[src/core/tx_cfg_defines.vh]
/*
 constants for the transmit configuration and fifo allocation register bank.
 assumes inclusion by bare name from the design files under core/.
*/
// What this block does
// status flush bit clears status fifo pointers
// data flush bit clears data fifo pointers
// overrun allow bit decides pause on full
// status full interrupt independent of allow bit
// transmit enable lets waiting data send
// enable clears itself after stop completes
// stop finishes frame, then self clears
// stop bit ignores writes while set
// host stops tx and rx before config write
// host writes must be one bit as one
// tx fifo size field in 1KB steps, reset 5
// status fifo fixed 512 bytes, data gets rest
// host keeps tx size at least 2KB
// receive side gets 16KB minus tx space
// reserved bits read zero, ignore writes
`ifndef TX_CFG_DEFINES_VH
`define TX_CFG_DEFINES_VH
`define OFF_TRANSMIT_CONFIG 8'h70
`define OFF_HARDWARE_CONFIG 8'h74
`define OFF_IRQ_STATUS 8'h78
`define OFF_IRQ_CLEAR 8'h7c
`define OFF_IRQ_ENABLE 8'h80
`define OFF_TX_STATE 8'h84
`define BIT_TX_STATUS_FLUSH 15
`define BIT_TX_DATA_FLUSH 14
`define BIT_STATUS_OVERRUN_ALLOW 2
`define BIT_TX_ENABLE 1
`define BIT_STOP_REQUEST 0
`define BIT_MUST_BE_ONE 20
`define FIFO_SIZE_LSB 16
`define FIFO_SIZE_MSB 19
`define FIFO_SIZE_RESET 4'h5
`define FIFO_SIZE_MAX 4'he
`define TOTAL_BUFFER_BYTES 15'h4000
`define STATUS_FIFO_BYTES 15'h0200
`define KB_BYTES 15'h0400
`define IRQ_STATUS_FULL 0
`define IRQ_TX_STOPPED 1
`define IRQ_WIDTH 2
`endif

[src/core/tx_config_fifo_alloc.v]
/*
 transmit configuration and hardware configuration registers behind an ahb-lite slave.
 assumes a transmitter that reports frame activity and status fifo fill on clk.
*/
`timescale 1ns/10ps
`include "tx_cfg_defines.vh"
module tx_config_fifo_alloc
(
	input wire clk,
	input wire rst_n,
	input wire hsel,
	input wire [31:0] haddr,
	input wire [1:0] htrans,
	input wire hwrite,
	input wire [2:0] hsize,
	input wire [31:0] hwdata,
	input wire hready,
	output reg [31:0] hrdata,
	output wire hreadyout,
	output wire hresp,
	input wire frame_active,
	input wire status_fifo_full,
	output wire tx_send_enable,
	output reg tx_status_ptr_clear,
	output reg tx_data_ptr_clear,
	output wire [14:0] tx_status_bytes,
	output wire [14:0] tx_data_bytes,
	output wire [14:0] rx_bytes,
	output wire must_be_one_bit,
	output wire irq
);
	// transmitter control states, one-hot
	localparam ST_OFF = 3'b001;
	localparam ST_RUN = 3'b010;
	localparam ST_STOPPING = 3'b100;

	reg [2:0] state;
	reg [2:0] next_state;
	reg tx_enable;
	reg stop_request;
	reg status_overrun_allow;
	reg must_be_one;
	reg [3:0] tx_fifo_size_kb;
	reg [`IRQ_WIDTH-1:0] irq_status;
	reg [`IRQ_WIDTH-1:0] irq_enable;
	reg full_d;
	reg wr_pend;
	reg [7:0] wr_addr;
	wire [14:0] tx_total_bytes;
	wire addr_phase;
	wire wr_data;
	wire wr_tc;
	wire wr_hc;
	wire wr_clr;
	wire wr_en;
	wire halted;
	wire [`IRQ_WIDTH-1:0] irq_event;
	reg [31:0] tc_read;
	reg [31:0] hc_read;

	assign hreadyout = 1'b1;
	assign hresp = 1'b0;
	assign addr_phase = hsel && hready && htrans[1];

	// writes land in the data phase; reads answer in the data phase from flops
	always @(posedge clk or negedge rst_n)
	begin
		if (!rst_n)
		begin
			wr_pend <= 1'b0;
			wr_addr <= 8'h00;
		end
		else if (hready)
		begin
			wr_pend <= addr_phase && hwrite;
			wr_addr <= haddr[7:0];
		end
	end

	assign wr_data = wr_pend;
	assign wr_tc = wr_data && (wr_addr == `OFF_TRANSMIT_CONFIG);
	assign wr_hc = wr_data && (wr_addr == `OFF_HARDWARE_CONFIG);
	assign wr_clr = wr_data && (wr_addr == `OFF_IRQ_CLEAR);
	assign wr_en = wr_data && (wr_addr == `OFF_IRQ_ENABLE);

	// stop done once the frame in flight has ended
	assign halted = (state == ST_STOPPING) && !frame_active;

	always @*
	begin
		next_state = state;
		case (state)
			ST_OFF:
				if (tx_enable)
					next_state = ST_RUN;
			ST_RUN:
				if (stop_request)
					next_state = ST_STOPPING;
				else if (!tx_enable)
					next_state = ST_OFF;
			ST_STOPPING:
				if (!frame_active)
					next_state = ST_OFF;
			default:
				next_state = ST_OFF;
		endcase
	end

	always @(posedge clk or negedge rst_n)
	begin
		if (!rst_n)
		begin
			state <= ST_OFF;
			tx_enable <= 1'b0;
			stop_request <= 1'b0;
			status_overrun_allow <= 1'b0;
			tx_status_ptr_clear <= 1'b0;
			tx_data_ptr_clear <= 1'b0;
		end
		else
		begin
			state <= next_state;
			// flush bits never hold: one pulse per written one
			tx_status_ptr_clear <= wr_tc && hwdata[`BIT_TX_STATUS_FLUSH];
			tx_data_ptr_clear <= wr_tc && hwdata[`BIT_TX_DATA_FLUSH];
			if (wr_tc)
				status_overrun_allow <= hwdata[`BIT_STATUS_OVERRUN_ALLOW];
			// halting wins over a same-cycle host write of the enable
			if (halted)
				tx_enable <= 1'b0;
			else if (wr_tc)
				tx_enable <= hwdata[`BIT_TX_ENABLE];
			if (halted)
				stop_request <= 1'b0;
			else if (wr_tc && !stop_request && hwdata[`BIT_STOP_REQUEST])
				stop_request <= 1'b1;
			else if (stop_request && state == ST_OFF)
				stop_request <= 1'b0;
		end
	end

	// stopping keeps sending until the current frame ends
	assign tx_send_enable = (tx_enable || state == ST_STOPPING) &&
		!(status_fifo_full && !status_overrun_allow) &&
		!(state == ST_STOPPING && !frame_active);

	always @(posedge clk or negedge rst_n)
	begin
		if (!rst_n)
		begin
			must_be_one <= 1'b0;
			tx_fifo_size_kb <= `FIFO_SIZE_RESET;
		end
		else if (wr_hc)
		begin
			must_be_one <= hwdata[`BIT_MUST_BE_ONE];
			// values above the 14KB ceiling are clamped to it
			if (hwdata[`FIFO_SIZE_MSB:`FIFO_SIZE_LSB] > `FIFO_SIZE_MAX)
				tx_fifo_size_kb <= `FIFO_SIZE_MAX;
			else
				tx_fifo_size_kb <= hwdata[`FIFO_SIZE_MSB:`FIFO_SIZE_LSB];
		end
	end
	assign must_be_one_bit = must_be_one;

	tx_fifo_alloc u_alloc
	(
		.tx_fifo_size_kb(tx_fifo_size_kb),
		.tx_total_bytes(tx_total_bytes),
		.tx_status_bytes(tx_status_bytes),
		.tx_data_bytes(tx_data_bytes),
		.rx_bytes(rx_bytes)
	);

	// interrupt: rising edge of status full, regardless of overrun allow
	always @(posedge clk or negedge rst_n)
	begin
		if (!rst_n)
			full_d <= 1'b0;
		else
			full_d <= status_fifo_full;
	end
	assign irq_event[`IRQ_STATUS_FULL] = status_fifo_full && !full_d;
	assign irq_event[`IRQ_TX_STOPPED] = halted;

	genvar i;
	generate
		for (i = 0; i < `IRQ_WIDTH; i = i + 1)
		begin : g_irq
			// a new event beats a clear in the same cycle
			always @(posedge clk or negedge rst_n)
			begin
				if (!rst_n)
					irq_status[i] <= 1'b0;
				else if (irq_event[i])
					irq_status[i] <= 1'b1;
				else if (wr_clr && hwdata[i])
					irq_status[i] <= 1'b0;
			end
		end
	endgenerate

	always @(posedge clk or negedge rst_n)
	begin
		if (!rst_n)
			irq_enable <= {`IRQ_WIDTH{1'b0}};
		else if (wr_en)
			irq_enable <= hwdata[`IRQ_WIDTH-1:0];
	end
	assign irq = |(irq_status & irq_enable);

	// reserved positions stay zero; flush bits always read zero
	always @*
	begin
		tc_read = 32'h00000000;
		tc_read[`BIT_STATUS_OVERRUN_ALLOW] = status_overrun_allow;
		tc_read[`BIT_TX_ENABLE] = tx_enable;
		tc_read[`BIT_STOP_REQUEST] = stop_request;
		hc_read = 32'h00000000;
		hc_read[`BIT_MUST_BE_ONE] = must_be_one;
		hc_read[`FIFO_SIZE_MSB:`FIFO_SIZE_LSB] = tx_fifo_size_kb;
	end

	always @(posedge clk or negedge rst_n)
	begin
		if (!rst_n)
			hrdata <= 32'h00000000;
		else if (addr_phase && !hwrite)
		begin
			case (haddr[7:0])
				`OFF_TRANSMIT_CONFIG: hrdata <= tc_read;
				`OFF_HARDWARE_CONFIG: hrdata <= hc_read;
				`OFF_IRQ_STATUS: hrdata <= {30'h00000000, irq_status};
				`OFF_IRQ_ENABLE: hrdata <= {30'h00000000, irq_enable};
				`OFF_TX_STATE: hrdata <= {29'h00000000, state};
				default: hrdata <= 32'h00000000;
			endcase
		end
	end
endmodule

[src/core/tx_fifo_alloc.v]
/*
 splits the shared 16KB buffer between transmit status, transmit data and receive.
 assumes a size field already capped at 14KB by the caller; the 2KB floor is left to the host.
*/
`timescale 1ns/10ps
`include "tx_cfg_defines.vh"
module tx_fifo_alloc
(
	input wire [3:0] tx_fifo_size_kb,
	output wire [14:0] tx_total_bytes,
	output wire [14:0] tx_status_bytes,
	output wire [14:0] tx_data_bytes,
	output wire [14:0] rx_bytes
);
	wire [18:0] scaled;
	assign scaled = {4'h0, `KB_BYTES} * {15'h0000, tx_fifo_size_kb};
	assign tx_total_bytes = scaled[14:0];
	assign tx_status_bytes = `STATUS_FIFO_BYTES;
	// below 2KB the host broke its side; the data share must not wrap
	assign tx_data_bytes = (tx_total_bytes > `STATUS_FIFO_BYTES) ?
		(tx_total_bytes - `STATUS_FIFO_BYTES) : 15'h0000;
	assign rx_bytes = `TOTAL_BUFFER_BYTES - tx_total_bytes;
endmodule

[config.mk]
export PLATFORM = sky130hd
export DESIGN_NAME = tx_config_fifo_alloc
export DESIGN_NICKNAME = d
export VERILOG_FILES = /design/src/core/tx_config_fifo_alloc.v /design/src/core/tx_fifo_alloc.v
export VERILOG_INCLUDE_DIRS = /design/src /design/src/core
export SDC_FILE = /design/constraint.sdc
export NUM_CORES = 1
export LEC_CHECK = 0
export CAP_MARGIN = 15
export CELL_PAD_IN_SITES_DETAIL_PLACEMENT = 1
export CELL_PAD_IN_SITES_GLOBAL_PLACEMENT = 1
export CORE_UTILIZATION = 47
export DETAILED_ROUTE_END_ITERATION = 16
export DONT_BUFFER_PORTS = 1
export PLACE_DENSITY_LB_ADDON = 0.1
export SLEW_MARGIN = 20
export SYNTH_ARGS = -nofsm -noshare
export SYNTH_HDL_FRONTEND = slang
export SYNTH_SLANG_ARGS = --single-unit
[constraint.sdc]
create_clock -name clk -period 4.1 [get_ports clk]
set_clock_uncertainty 0.2 [all_clocks]
set_input_delay 1.025 -clock clk [delete_from_list [all_inputs] [get_ports clk]]
set_output_delay 1.025 -clock clk [all_outputs]
set_load 0.1 [all_outputs]
==> results.json <==
{
  "status": "finished clean",
  "synthSimpleGateAreaFrac": 0.1600,
  "max_cap_viol_count": 0,
  "vias": 1402,
  "crit_slowest_cell": "dfstp_2",
  "hold_ws_ns": 0.2287,
  "worst_pin_slew_ns": 1.042,
  "post_cts_resized": 0,
  "final_max_slew_viol_count": 0,
  "area_growth_pct": 2.122,
  "cts_buffer_depth": 2,
  "powerDensity_nw_per_um2": 500.4,
  "r2r-start": "wr_addr[1]",
  "critPathKind": "reg -> out",
  "cp-start-kind": "flop",
  "crit_path_end": "tx_data_bytes[12]",
  "crit_fanout": 6,
  "relSlewSlack": 0.2993,
  "rsz0062_at_grt": "false",
  "dr.pass1.iters": 4,
  "drive_gt1_frac": 0.2098,
  "cts_num_sinks": 35,
  "cp.buffers_inverters": 2,
  "critPathRequiredTime_ns": 2.87,
  "synth_seq_area_share": 0.4031,
  "dpl_cell_area_um2": 2096,
  "worst-r2r-cell-count": 3,
  "core_um2": 4414,
  "postLayoutCellArea_um2": 2228,
  "num_antenna_cells": 0,
  "grt_overflow": 0,
  "slowest_delay_ns": 0.92,
  "period_share": 0.8458,
  "crit_path_cell_trace": "inv_1 > ha_1 > xnor2_1 > nor2_2 > buf_4",
  "die_x_um": 70.14,
  "boundaryPins": 160,
  "irDropWorstVdd_mv": 0.2074,
  "dp.cells": 268,
  "ant_nets": 0,
  "synth_fa_ha_area_frac": 0.01147,
  "cts_root_buf": "clkbuf_8",
  "r2r_slack_ns": 2.30,
  "numCtsBuffers": 5,
  "h-tree-depth": 2,
  "synth_compound_area_frac": 0.07798,
  "nets": 301,
  "cp_top_family": "flip-flops",
  "setup_slack_ns": 0.6321,
  "hpwlAfterDp_um": 3491,
  "grt_pass1_wl_um": 6858,
  "grt_max_degree": 36,
  "hp-class": "in -> async",
  "drt_iter0_drc": 71,
  "r2r_end": "status_overrun_allow",
  "synth_edf_count": 0,
  "hold_buffers": 0,
  "cp_num_cells": 5,
  "setup_viol": 0,
  "wl_per_cell_um": 15.57,
  "track_usage": 0.1798,
  "pre_cts_slack_ns": 0.9364,
  "clk_latency_ns": 0.29,
  "synth_mux_area_frac": 0.1055,
  "globalplace.congestion": 0.7809,
  "endpoint_kind": "primary output",
  "stdcell_count": 276,
  "antenna_found_initial": 0,
  "die_height_um": 70.14,
  "synthArstFlopShare": 1.000,
  "final_cell_mix": "conb_1, dfrtp_1, mux2_2",
  "ys.flop_type": "dfrtp_1",
  "layout_commonest_cell": "conb_1",
  "initial_core_util": 0.4943,
  "drc_errors": 0,
  "leakage_nw": 1.052,
  "max_freq_ghz": 0.2884,
  "syn_area_per_cell_um2": 10.29,
  "post-cts-setup-buffers": 0,
  "synth.lib_cells_used.distinct": 45,
  "setup-tns-final_ns": 0,
  "die-area_um2": 4919,
  "placement_rows": 24,
  "grt_pass1_vias": 1377,
  "port-buffer-count": 0,
  "fin_crit_ns": 3.468,
  "via_per_inst": 5.080,
  "synth_top_family_by_area": "buffers and inverters",
  "clk_pin_slew_ns": 0.07,
  "synth_cells": 212,
  "yosysWarnings": 0,
  "ys_ff_latch": 35,
  "critical_path.startpoint": "tx_fifo_size_kb[0]",
  "syn_area_um2": 2182,
  "synth_xor_area_frac": 0.008028,
  "drt_wl_total_um": 4297,
  "cp_data_arrival_time_ns": 2.24,
  "cts_tree": "built",
  "final-hold-violation-count": 0
}
[worst min-delay path by stage]
| stage | endpoint | startpoint | slack [ns] | cells after the start |
|---|---|---|---|---|
| floorplan | irq_status[0] | full_d | 0.20 | 1 |
| global placement | irq_status[0] | full_d | 0.21 | 1 |
| detailed placement | irq_status[0] | full_d | 0.23 | 1 |
| CTS | wr_addr[4] | rst_n | 0.22 | 0 |
| global route | tx_fifo_size_kb[1] | rst_n | 0.20 | 0 |
| finish | irq_enable[0] | rst_n | 0.23 | 0 |
[per-layer routing]
metal | track usage | routed length [µm]
met1 | 0.2168 | 1721
met2 | 0.3034 | 2249
met3 | 0.05628 | 275
met4 | 0.06000 | 51
met5 | 0 | 0
[metrics by stage]
stage / util / total power [mW]
6_report: 0.5048 / 1.115
5_1_grt: 0.5048 / 1.148
4_1_cts: 0.5048 / 1.124
3_5_place_dp: 0.4748 / 0.7544
3_3_place_gp: 0.4748 / 0.7498
2_1_floorplan: - / 0.7754
[synth_stat cells, types with 2 or more instances]
cell type	count	area share
buf_4	61	0.21
dfrtp_1	32	0.37
mux2_2	15	0.077
nand2_1	12	0.021
inv_1	9	0.015
nor2_1	7	0.012
a22o_1	6	0.024
mux2i_1	5	0.023
o21ai_0	5	0.011
a21oi_1	4	0.0092
and2_1	3	0.0086
and4b_1	3	0.014
dfstp_2	3	0.036
nand3_1	3	0.0069
nand4_1	3	0.0086
clkbuf_1	2	0.0034
conb_1	2	0.0034
ha_1	2	0.011
nand2b_1	2	0.0057
nand3b_1	2	0.0069
nand4b_1	2	0.0080
nor3_1	2	0.0046
nor4b_1	2	0.0080
o211ai_1	2	0.0069
o41ai_1	2	0.0080
xnor2_1	2	0.0080
[sequential cells by signal (all words and copies together) (netlist names)]
signal,flops
wr_data,1
irq_status,2
tx_status_ptr_clear,1
stop_request,1
tx_enable,1
irq_enable,2
tx_data_ptr_clear,1
hrdata,8
must_be_one_bit,1
status_overrun_allow,1
wr_addr,8
tx_fifo_size_kb,4
state,3
full_d,1
[kinds of logic (layout without fill, tap and decap cells)]
kind of cell,count (synthesis),count (layout)
DFF,35,35
muxes,21,21
other,2,60
adders and majority gates,2,2
AOI/OAI and AO/OA,24,24
xor gates and xnor gates,2,2
buffers and inverters,73,27
and+or+nand+nor,53,53
[where the power goes]
group	leakage [nW]	switching, mW	internal, mW	total [mW]
logic	0.541	0.325	0.0344	0.359
registers	0.446	0.0285	0.361	0.389
clock network	0.0654	0.124	0.243	0.367
total	1.05	0.477	0.638	1.12
[final cells by class]
cell class | instances | area, µm²
clock buffer | 6 | 72.57
multi-input combinational | 162 | 1042
fill | 507 | 2186
sequential | 35 | 879.6
inverter | 9 | 33.78
clock inverter | 2 | 60.06
tap | 52 | 65.06
timing repair buffer | 10 | 75.07
(Power assumes the default switching activity.)
